[config.mk]
export PLATFORM = sky130hd
export DESIGN_NAME = madc_readout
export DESIGN_NICKNAME = d
export VERILOG_FILES = /design/src/shared/madc_pkg.sv /design/src/hw/madc_sync.sv /design/src/hw/madc_readout.sv
export SDC_FILE = /design/constraint.sdc
export NUM_CORES = 1
export LEC_CHECK = 0
export BUFFER_PORTS_ARGS = -buffer_cell sky130_fd_sc_hd__buf_2
export CELL_PAD_IN_SITES_DETAIL_PLACEMENT = 1
export CELL_PAD_IN_SITES_GLOBAL_PLACEMENT = 1
export CORE_MARGIN = 2
export CORE_UTILIZATION = 45
export CTS_CLUSTER_SIZE = 28
export DETAILED_ROUTE_END_ITERATION = 10
export HOLD_SLACK_MARGIN = 0.05
export PLACE_DENSITY_LB_ADDON = 0.1
export REMOVE_ABC_BUFFERS = 1
export SLEW_MARGIN = 20
export SYNTH_ARGS = -nofsm -noshare
export SYNTH_HDL_FRONTEND = slang
export SYNTH_HIERARCHICAL = 1
export SYNTH_SLANG_ARGS = --single-unit
[constraint.sdc]
create_clock -name mclk -period 3.8 [get_ports mclk]
set_clock_uncertainty 0.1 [all_clocks]
set_input_delay 1.14 -clock mclk [delete_from_list [all_inputs] [get_ports mclk]]
set_output_delay 1.14 -clock mclk [all_outputs]
set_load 0.02 [all_outputs]
[src/shared/madc_pkg.sv]
/*
  constants and state layout for the monitor converter readout block.
  assumes a single 250 MHz system clock and a serial host on the pins.
*/
package madc_pkg;

    // register offsets on the serial port (15-bit address)
    localparam logic [14:0] MADC_ADDR_DET_EN = 15'h049;
    localparam logic [14:0] MADC_ADDR_CTRL   = 15'h04A;
    localparam logic [14:0] MADC_ADDR_RESULT = 15'h04B;

    // reset values
    localparam logic [7:0] MADC_DET_EN_RST = 8'h00;
    localparam logic [7:0] MADC_CTRL_RST   = 8'h00;
    localparam logic [7:0] MADC_RESULT_RST = 8'h00;

    // converter control field positions
    localparam int MADC_BIT_DONE    = 0;
    localparam int MADC_SEL_LO      = 1;
    localparam int MADC_SEL_HI      = 3;
    localparam int MADC_BIT_TRIGGER = 4;
    localparam int MADC_BIT_CLK_EN  = 5;
    localparam int MADC_BIT_CONV_EN = 6;
    localparam int MADC_BIT_RATE    = 7;

    // input selector codes
    localparam logic [2:0] MADC_SEL_TEMP = 3'h4;

    // serial frame: read flag, 15 address bits, 8 data bits
    localparam logic [4:0] MADC_INSTR_BITS = 5'h10;
    localparam logic [4:0] MADC_FRAME_BITS = 5'h18;

    // conversion clock rates and derived divider counts
    localparam int MADC_MCLK_HZ = 250_000_000;
    localparam int MADC_FAST_HZ = 2_000_000;
    localparam int MADC_SLOW_HZ = 250_000;
    localparam logic [9:0] MADC_DIV_FAST =
        10'(MADC_MCLK_HZ / MADC_FAST_HZ);
    localparam logic [9:0] MADC_DIV_SLOW =
        10'(MADC_MCLK_HZ / MADC_SLOW_HZ);

    // conversion clock periods per conversion
    localparam logic [3:0] MADC_CONV_TICKS = 4'h8;

    typedef struct packed {
        logic        sclk_prev;
        logic        cs_prev;
        logic [4:0]  bit_cnt;
        logic [14:0] shift;
        logic        is_read;
        logic [14:0] addr;
        logic [7:0]  tx;
        logic        sdio_out;
        logic        sdio_oe;
        logic        sdo;
        logic [7:0]  det_en;
        logic [7:0]  ctrl;
        logic [7:0]  result;
        logic [9:0]  div_cnt;
        logic        conv_tick;
        logic        busy;
        logic [3:0]  conv_cnt;
    } madc_state_t;

endpackage

[src/hw/madc_sync.sv]
/*
  two-flop synchroniser, one per bit of the input vector.
  assumes inputs are asynchronous to mclk; only the second stage is used.
*/
`timescale 1ns/1ns
module madc_sync #(
    parameter int WIDTH = 1
) (
    // clock and reset
    input  wire logic             mclk,
    input  wire logic             nrst,
    // async in, synchronous out
    input  wire logic [WIDTH-1:0] async_in,
    output logic      [WIDTH-1:0] sync_out
);

    logic [WIDTH-1:0] stage1;

    // first stage feeds only the second stage
    always_ff @(posedge mclk) begin
        if (!nrst) begin
            stage1   <= '0;
            sync_out <= '0;
        end else begin
            stage1   <= async_in;
            sync_out <= stage1;
        end
    end

endmodule

[src/hw/madc_readout.sv]
/*
  monitor converter readout: serial register port, input selector,
  conversion clock divider and conversion sequencer.
  assumes the serial pins come from another domain and that the
  detector and temperature levels are steady codes on the mclk domain.
*/
`timescale 1ns/1ns
module madc_readout
    import madc_pkg::*;
(
    // clock and reset
    input  wire logic       mclk,
    input  wire logic       nrst,
    // serial port pins
    input  wire logic       sclk,
    input  wire logic       cs_n,
    input  wire logic       sdio_in,
    output logic            sdio_out,
    output logic            sdio_oe,
    output logic            sdo,
    input  wire logic       four_wire,
    // sensed levels in front of the selector
    input  wire logic [7:0] detector_level_0,
    input  wire logic [7:0] detector_level_1,
    input  wire logic [7:0] detector_level_2,
    input  wire logic [7:0] detector_level_3,
    input  wire logic [7:0] temp_level,
    // controls toward the analog section
    output logic [3:0]      detector_enable,
    output logic [2:0]      input_select,
    output logic            converter_power,
    output logic            conv_clk_tick
);

    madc_state_t s;
    madc_state_t next_s;

    logic [2:0] pins_sync;
    logic       sclk_s;
    logic       cs_n_s;
    logic       sdi_s;
    logic       sclk_rise;
    logic       sclk_fall;
    logic       cs_rise;
    logic       mode_sel;

    // sclk, cs_n and sdio_in pass two flops before any logic sees them; chip select goes
    // in inverted so the flushed stage reads as deselected, no false edge
    madc_sync #(
        .WIDTH (3)
    ) u_sync (
        .mclk     (mclk),
        .nrst     (nrst),
        .async_in ({sclk, ~cs_n, sdio_in}),
        .sync_out (pins_sync)
    );

    // edge detection on the synchronised pins
    assign sclk_s    = pins_sync[2];
    assign cs_n_s    = ~pins_sync[1];
    assign sdi_s     = pins_sync[0];
    assign sclk_rise = sclk_s & ~s.sclk_prev & ~cs_n_s;
    assign sclk_fall = ~sclk_s & s.sclk_prev & ~cs_n_s;
    assign cs_rise   = cs_n_s & ~s.cs_prev;
    // mode_sel is a synchronous strap from same-domain logic
    assign mode_sel  = four_wire;

    // register readback by address
    function automatic logic [7:0] madc_read(
        input logic [14:0] addr,
        input madc_state_t st
    );
        logic [7:0] val;
        val = 8'h00;
        unique case (addr)
            MADC_ADDR_DET_EN: val = st.det_en;
            MADC_ADDR_CTRL:   val = st.ctrl;
            MADC_ADDR_RESULT: val = st.result;
            default:          val = 8'h00;
        endcase
        return val;
    endfunction

    // five-way selector; unpowered detectors and bad codes read zero
    function automatic logic [7:0] madc_pick(
        input logic [2:0] sel,
        input logic [3:0] en,
        input logic [7:0] d0,
        input logic [7:0] d1,
        input logic [7:0] d2,
        input logic [7:0] d3,
        input logic [7:0] t
    );
        logic [7:0] val;
        val = 8'h00;
        unique case (sel)
            3'h0:          val = en[0] ? d0 : 8'h00;
            3'h1:          val = en[1] ? d1 : 8'h00;
            3'h2:          val = en[2] ? d2 : 8'h00;
            3'h3:          val = en[3] ? d3 : 8'h00;
            MADC_SEL_TEMP: val = t;
            default:       val = 8'h00;
        endcase
        return val;
    endfunction

    // next-state logic for the whole block
    always_comb begin
        logic [14:0] addr_now;
        logic [7:0]  wdata;
        logic [9:0]  div_lim;
        addr_now = {s.shift[13:0], sdi_s};
        wdata    = {s.shift[6:0], sdi_s};
        div_lim  = 10'h000;
        next_s   = s;
        next_s.sclk_prev = sclk_s;
        next_s.cs_prev   = cs_n_s;
        next_s.conv_tick = 1'b0;

        // serial shift on rising edges, msb first
        if (sclk_rise && s.bit_cnt != MADC_FRAME_BITS) begin
            next_s.shift   = {s.shift[13:0], sdi_s};
            next_s.bit_cnt = s.bit_cnt + 5'h01;
            if (s.bit_cnt == MADC_INSTR_BITS - 5'h01) begin
                next_s.is_read = s.shift[14];
                next_s.addr    = addr_now;
                next_s.tx      = madc_read(addr_now, s);
            end
            if (s.bit_cnt == MADC_FRAME_BITS - 5'h01) begin
                next_s.tx = wdata;
            end
        end

        // read data leaves on falling edges after the instruction
        if (sclk_fall && s.is_read && s.bit_cnt >= MADC_INSTR_BITS
            && s.bit_cnt != MADC_FRAME_BITS) begin
            next_s.sdio_out = ~mode_sel & s.tx[7];
            next_s.sdo      = mode_sel & s.tx[7];
            next_s.sdio_oe  = ~mode_sel;
            next_s.tx       = {s.tx[6:0], 1'b0};
        end

        // chip select high ends the frame and releases the line
        if (cs_n_s) begin
            next_s.bit_cnt  = 5'h00;
            next_s.is_read  = 1'b0;
            next_s.sdio_oe  = 1'b0;
            next_s.sdio_out = 1'b0;
            next_s.sdo      = 1'b0;
        end

        // conversion clock divider, stopped while the clock is gated
        // rate select
        div_lim = s.ctrl[MADC_BIT_RATE] ? MADC_DIV_SLOW : MADC_DIV_FAST;
        if (s.ctrl[MADC_BIT_CLK_EN]) begin
            if (s.div_cnt >= div_lim - 10'h001) begin
                next_s.div_cnt   = 10'h000;
                next_s.conv_tick = 1'b1;
            end else begin
                next_s.div_cnt = s.div_cnt + 10'h001;
            end
        end else begin
            next_s.div_cnt = 10'h000;
        end

        // conversion advances only on ticks while powered
        // power gate
        if (s.busy && s.conv_tick && s.ctrl[MADC_BIT_CONV_EN]) begin
            if (s.conv_cnt == MADC_CONV_TICKS - 4'h1) begin
                next_s.result = madc_pick(
                    s.ctrl[MADC_SEL_HI:MADC_SEL_LO], s.det_en[3:0],
                    detector_level_0, detector_level_1,
                    detector_level_2, detector_level_3, temp_level);
                next_s.ctrl[MADC_BIT_DONE]    = 1'b1;
                next_s.ctrl[MADC_BIT_TRIGGER] = 1'b0;
                next_s.busy                   = 1'b0;
                next_s.conv_cnt               = 4'h0;
            end else begin
                next_s.conv_cnt = s.conv_cnt + 4'h1;
            end
        end

        if (cs_rise && !s.is_read && s.bit_cnt == MADC_FRAME_BITS) begin
            if (s.addr == MADC_ADDR_DET_EN) begin
                next_s.det_en = s.tx;
            end
            if (s.addr == MADC_ADDR_CTRL) begin
                // selector field stored; done bit stays read-only
                next_s.ctrl[7:1] = s.tx[7:1];
                if (s.tx[MADC_BIT_TRIGGER]) begin
                    next_s.busy     = 1'b1;
                    next_s.conv_cnt = 4'h0;
                    next_s.ctrl[MADC_BIT_DONE] = 1'b0;
                end
            end
        end
    end

    // single state register
    always_ff @(posedge mclk) begin
        if (!nrst) begin
            s <= '{
                sclk_prev: 1'b0, cs_prev: 1'b1, bit_cnt: 5'h00,
                shift: 15'h0000, is_read: 1'b0, addr: 15'h0000,
                tx: 8'h00, sdio_out: 1'b0, sdio_oe: 1'b0, sdo: 1'b0,
                det_en: MADC_DET_EN_RST, ctrl: MADC_CTRL_RST,
                result: MADC_RESULT_RST, div_cnt: 10'h000,
                conv_tick: 1'b0, busy: 1'b0, conv_cnt: 4'h0};
        end else begin
            s <= next_s;
        end
    end

    // outputs straight from the state register
    assign sdio_out        = s.sdio_out;
    assign sdio_oe         = s.sdio_oe;
    assign sdo             = s.sdo;
    assign detector_enable = s.det_en[3:0];
    assign input_select    = s.ctrl[MADC_SEL_HI:MADC_SEL_LO];
    assign converter_power = s.ctrl[MADC_BIT_CONV_EN];
    assign conv_clk_tick   = s.conv_tick;

endmodule

==> results of run 1 <==
-- Yosys cell counts (4+ instances only) --
master,n,area (um2)
dfxtp_1,95,1900
nand2_1,57,214
nand3_1,27,135
nor2_1,23,86.3
nor2b_1,22,138
a22o_1,16,140
a21boi_0,15,113
clkbuf_1,15,56.3
mux2i_1,15,150
o21ai_0,15,75.1
o21ai_1,13,65.1
ha_1,12,150
nor3_1,12,60.1
and2_1,11,68.8
a222oi_1,8,80.1
a32oi_1,8,70.1
buf_4,8,60.1
mux2_2,8,90.1
a21oi_1,7,35.0
a22oi_1,7,52.6
inv_1,7,26.3
xnor2_1,7,61.3
xor2_1,7,61.3
and3_1,6,37.5
buf_2,6,30.0
nand4_1,6,37.5
a221o_1,5,50.1
buf_1,4,15.0
-- where the power goes --
group / total (mW) / internal [mW] / switching [mW]
clock network: 0.807 / 0.444 / 0.363
logic: 0.0494 / 0.0247 / 0.0247
registers: 1.00 / 0.998 / 0.00302
total: 1.86 / 1.47 / 0.391
-- state kept, by name (all words and copies together) (netlist names) --
| signal | count |
|---|---|
| input_select | 3 |
| detector_enable | 4 |
| s | 77 |
| u_sync/stage1 | 3 |
| sdio_oe | 1 |
| sdo | 1 |
| conv_clk_tick | 1 |
| sdio_out | 1 |
| converter_power | 1 |
| u_sync/sync_out | 3 |
-- layout make-up --
type                       instances  share of cell area (%)
tap                              133                    3.39
sequential                        95                    38.8
timing repair buffer              59                    6.13
inverter                           7                   0.536
clock inverter                     6                    2.37
clock buffer                      10                    2.60
multi-input combinational        338                    46.2
-- layer usage --
layer,wire [um],GRT usage [%],part of all wire (%),up-vias
met5,0,0,0,-
met4,116,6.46,1.1,0
met3,395,3.39,3.8,9
met2,4930,34.3,47,53
met1,4960,26.1,48,1706
li1,-,-,-,1784
-- metrics by stage --
| step | setup WS [ns] | power [mW] |
|---|---|---|
| 2_1_floorplan | 1.70 | 1.04 |
| 3_3_place_gp | 1.23 | 1.07 |
| 3_5_place_dp | 1.18 | 1.07 |
| 4_1_cts | 1.20 | 1.88 |
| 5_1_grt | 1.15 | 1.92 |
| 6_report | 1.22 | 1.86 |
-- logic make-up after synthesis --
group | synth area share, %
xor+xnor | 2.80
simple gates | 22.9
fa+ha+maj | 3.43
flops | 43.4
mux | 5.48
compound gates | 17.1
buf+inv | 4.91
-- worst max-delay path by stage --
stage	startpoint	end	slack, ns	cells after the start
3_3_place_gp	nrst	s[28]	1.23	4
4_1_cts	input_select[0]	input_select[0]	1.20	1
3_5_place_dp	nrst	s[28]	1.18	4
2_1_floorplan	s[82]	s[44]	1.70	6
5_1_grt	input_select[0]	input_select[0]	1.15	1
6_report	input_select[0]	input_select[0]	1.22	1
==> metrics.txt, run 1 <==
global-route wire length before repair=~17000 um; Fillers=about 1200; Layout area overhead=11.9%; Die Area=10500 um2; area post-placement=~4700 um2; clock root cell=clkbuf_8; Ports=58; Slew Limit Fails=0; worst-path cell chain=buf_2; gr usage total=20.2%; initial antenna violation count=0; Port Buf Inserts=between 50 and 60; Setup crit end kind=output port; max cap viols=0; Die H=103 um; Post-synth ARST share=0%; CTS clk-pin slew, worst paths=approximately 0.090 ns; Synth cell types=53; reg2reg start=s[82]; iteration-0 DRC count of the detailed router=between 60 and 70; DRT antenna net count=0; top_reg_cell synth=dfxtp_1; crit path kind=flip-flop to output port; Synth Instances=476; Warnings, synthesis=6; CP startpoint kind=flip-flop; WP data arrival=1.34 ns; period utilization=67.9%; Post-synth EDFFs=0; final setup vio count=0; multi-input logic area=2260 um2; hold_sp=u_sync/stage1[1]; clk sinks=95; Power Density=379 nW/um2; CP max stage cell=dfxtp_1; flop2flop setup slack=1.37 ns; Hold Fails Final Rpt=0; leakage power=around 1.9 nW; Mapped Area=4380 um2; worst hold slack=0.334 ns; Die W=slightly above 100 um; worst relative slew slack=between 40% and 50%; via/cell ratio=~5.5; syn avg cell area=9.20 um2; most frequent cells in the layout=95 x dfxtp_1, 57 x nand2_1, 57 x buf_2, 27 x nand3_1, 23 x nor2_1; r2r worst-path depth=6; CTS Buf Count=9; TritonCTS clock tree=done; row count=36; storage element area=about 1900 um2; reg-to-reg endpoint=s[48]; worst path required time=2.56 ns; diodes inserted=0; post-placement cell count=approximately 630; drt total wl=approximately 10000 um; placer congestion estimate=0.817; drt first pass iters=4; max incr delay on CP=approximately 0.71 ns; DR DRC count=0; post-CTS sizing=0; Yosys reg bits=95; vias in the first global route=3426; WP buf/inv=1; Post-CTS Setup Bufs=0; clock tree buffer depth=2; WHS Endpoint=u_sync/sync_out[1]; crit-path leading delay family=flip-flops; status=finished clean; WL/cell=16.1 um; Starting Density=between 40 and 50%; Util after Layout=51.1%; largest net degree at the start of global routing=32; Seq/Total Area, Yosys=a little over two fifths; Final Non-Filler Cells=around 650; Hold WC Path Type=flip-flop to flip-flop; Final #Nets=568; worst hold path depth=1; Worst Tran Pin Value=0.810 ns; total grt overflow=0; via count=between 3000 and 4000; total negative setup slack=0 ns; Clk Latency, worst-skew pair=0.37 ns; hold buffers post-CTS=0; Post-Layout Inst Area=4900 um2; commonest non-fill, non-tap cell in the layout=dfxtp_1; unrepaired setup endpoints after global routing=no; min Tclk post-route=about 2.6 ns; crit path max fanout=16; proportion of layout cells with a drive suffix above 1=17.7%; peak supply drop=about 0.17 mV; Max Clk Rate=between 0.3 and 0.4 GHz; H-tree Lvls=3; Core ar.=approximately 9600 um2; DPL Wire Length=approximately 7500 um
No activity file was read; power rests on OpenSTA's default activity.
==> run 2: changes to the inputs <==
--- a/config.mk
+++ b/config.mk
@@ -9,7 +9,7 @@
 export CELL_PAD_IN_SITES_DETAIL_PLACEMENT = 1
 export CELL_PAD_IN_SITES_GLOBAL_PLACEMENT = 1
 export CORE_MARGIN = 2
-export CORE_UTILIZATION = 45
+export CORE_UTILIZATION = 44
 export CTS_CLUSTER_SIZE = 28
 export DETAILED_ROUTE_END_ITERATION = 10
 export HOLD_SLACK_MARGIN = 0.05
==> constraint.sdc (replaced) <==
create_clock -name mclk -period 2.4 [get_ports mclk]
set_clock_uncertainty 0.1 [all_clocks]
set_input_delay 0.72 -clock mclk [delete_from_list [all_inputs] [get_ports mclk]]
set_output_delay 0.72 -clock mclk [all_outputs]
set_load 0.02 [all_outputs]
==> metrics.txt, run 2 (same netlist as run 1, synthesis figures left out) <==
WL/cell=16.1 um (about the same); TritonCTS clock tree=done (unchanged); unrepaired setup endpoints after global routing=no (unchanged); pre-CTS setup slack=0.391 ns (was 1.18 ns); post-CTS sizing=0 (unchanged); min Tclk post-route=approximately 2 ns; CTS clk-pin slew, worst paths=0.09 ns (about the same); DR DRC count=0 (unchanged); Post-CTS Setup Bufs=0 (unchanged); reg-to-reg endpoint=s[45] (was s[48]); largest net degree at the start of global routing=34 (was 32); crit path kind=flip-flop to flip-flop (was flip-flop to output port); crit path max fanout=5 (was 16); final setup vio count=0 (unchanged); multi-input logic area=2260 um2 (unchanged); proportion of layout cells with a drive suffix above 1=19.1% (was 17.7%); period utilization=a little over four fifths; status=finished clean (unchanged); H-tree Lvls=3 (unchanged); row count=36 (unchanged); worst hold path depth=1 (unchanged); Layout area overhead=12.9% (was 11.9%); Comb power frac=3.0% (was 2.7%); Slew Limit Fails=0 (unchanged); Final Non-Filler Cells=657 (was 648); placer congestion estimate=0.834 (was 0.817); post-placement cell count=641 (was 632); initial antenna violation count=0 (unchanged); worst relative slew slack=60.5% (was 45.8%); total negative setup slack=0 ns (unchanged); WP data arrival=2.17 ns (was 1.34 ns); max reg flops=77 (unchanged); total grt overflow=0 (unchanged); reg2reg start=s[82] (unchanged); drt total wl=10600 um (was 10400 um); commonest non-fill, non-tap cell in the layout=dfxtp_1 (unchanged); max cap viols=0 (unchanged); r2r worst-path depth=7 (was 6); CP startpoint kind=flip-flop (unchanged); most frequent cells in the layout=95 x dfxtp_1, 57 x nand2_1, 57 x buf_2, 27 x nand3_1, 23 x nor2_1 (unchanged); flop2flop setup slack=0.39 ns (was 1.37 ns); Die H=104 um (was 103 um); total power=2.78 mW (was 1.86 mW); CTS Buf Count=9 (unchanged); clk sinks=95 (unchanged); Clk Latency, worst-skew pair=0.37 ns (about the same); Power Density=561 nW/um2 (was 379 nW/um2); Port Buf Inserts=57 (unchanged); worst path required time=2.56 ns (about the same); Core ar.=9730 um2 (was 9590 um2); Final #Nets=577 (was 568); DPL Wire Length=7820 um (was 7500 um); Worst Tran Pin Value=0.591 ns (was 0.810 ns); hold buffers post-CTS=0 (unchanged); iteration-0 DRC count of the detailed router=160 (was 69); Sw Share=21.2% (was 21.0%); peak supply drop=0.418 mV (was 0.171 mV); global-route wire length before repair=18300 um (was 16800 um); diodes inserted=0 (unchanged); P_int=2.19 mW (was 1.47 mW); NetSw=0.589 mW (was 0.391 mW); PnR worst setup slack=0.390 ns (was 1.22 ns); gr usage total=20.8% (was 20.2%); clock root cell=clkbuf_8 (unchanged); Die Area=10800 um2 (was 10500 um2); vias in the first global route=3669 (was 3426); Setup crit end kind=flip-flop (was output port); Sequential Power Share=57.1% (was 53.9%); clock power share=39.9% (was 43.4%); worst hold slack=0.336 ns (was 0.334 ns); Hold WC Path Type=flip-flop to flip-flop (unchanged); DRT antenna net count=0 (unchanged); Hold Fails Final Rpt=0 (unchanged); Max Clk Rate=between 0.4 and 0.5 GHz; leakage power=1.95 nW (was 1.91 nW); hold_sp=u_sync/stage1[1] (unchanged); Fillers=1194 (was 1159); drt first pass iters=5 (was 4); clock tree buffer depth=2 (unchanged); storage element area=1900 um2 (unchanged); Ports=58 (unchanged); via count=3622 (was 3552); Die W=104 um (was 103 um); Largest Register=s (unchanged); via/cell ratio=5.51 (was 5.48); WHS Endpoint=u_sync/sync_out[1] (unchanged); Starting Density=45.0% (was 45.7%)
run 2: power by group through the flow:
| stage | logic (mW) | clock network, mW | registers, mW |
|---|---|---|---|
| global route | 0.0920 | 1.22 | 1.59 |
| detailed placement | 0.0838 | 0 | 1.62 |
| CTS | 0.0842 | 1.15 | 1.59 |
| finish | 0.0831 | 1.11 | 1.59 |
| floorplan | 0.0203 | 0 | 1.62 |
| global placement | 0.0813 | 0 | 1.62 |
run 2: final cells by class:
cell class | count | share of cell area (%)
Inverter | 7 | 0.531
Tap cell | 133 | 3.36
Timing Repair Buffer | 68 | 7.69
Clock inverter | 3 | 0.809
Clock buffer | 13 | 3.41
Multi-Input combinational cell | 338 | 45.8
Sequential cell | 95 | 38.4
run 2: worst max-delay path, cell delays in order (launching register included):
cell and delay, ns:
dfxtp_1 0.40, ha_1 0.21, and3_1 0.17, ha_1 0.20
nor2_1 0.08, o21ai_1 0.23, nor2b_1 0.15, a221o_1 0.37
run 2: layer usage:
| layer | up-vias | GRT usage [%] | share of wire [%] |
|---|---|---|---|
| met3 | 19 | 6.10 | 4.6 |
| met4 | 0 | 8.30 | 2.2 |
| met2 | 68 | 34.8 | 48 |
| met5 | - | 0 | 0 |
| met1 | 1734 | 25.3 | 45 |
| li1 | 1801 | - | - |
run 2: worst max-delay path by stage:
stage | from | endpoint | depth (start not counted)
after floorplan | s[82] | s[44] | 6
after global placement | s[82] | s[49] | 7
after detailed placement | s[82] | s[45] | 7
after CTS | s[82] | s[45] | 7
after global routing | s[82] | s[45] | 7
final | s[82] | s[45] | 7
run 2: stage by stage:
stage	area [um2]	utilization [%]
floorplan	4190	-
global placement	4740	48.7
detailed placement	4740	48.7
CTS	4950	50.8
global route	4950	50.8
finish	4950	50.8
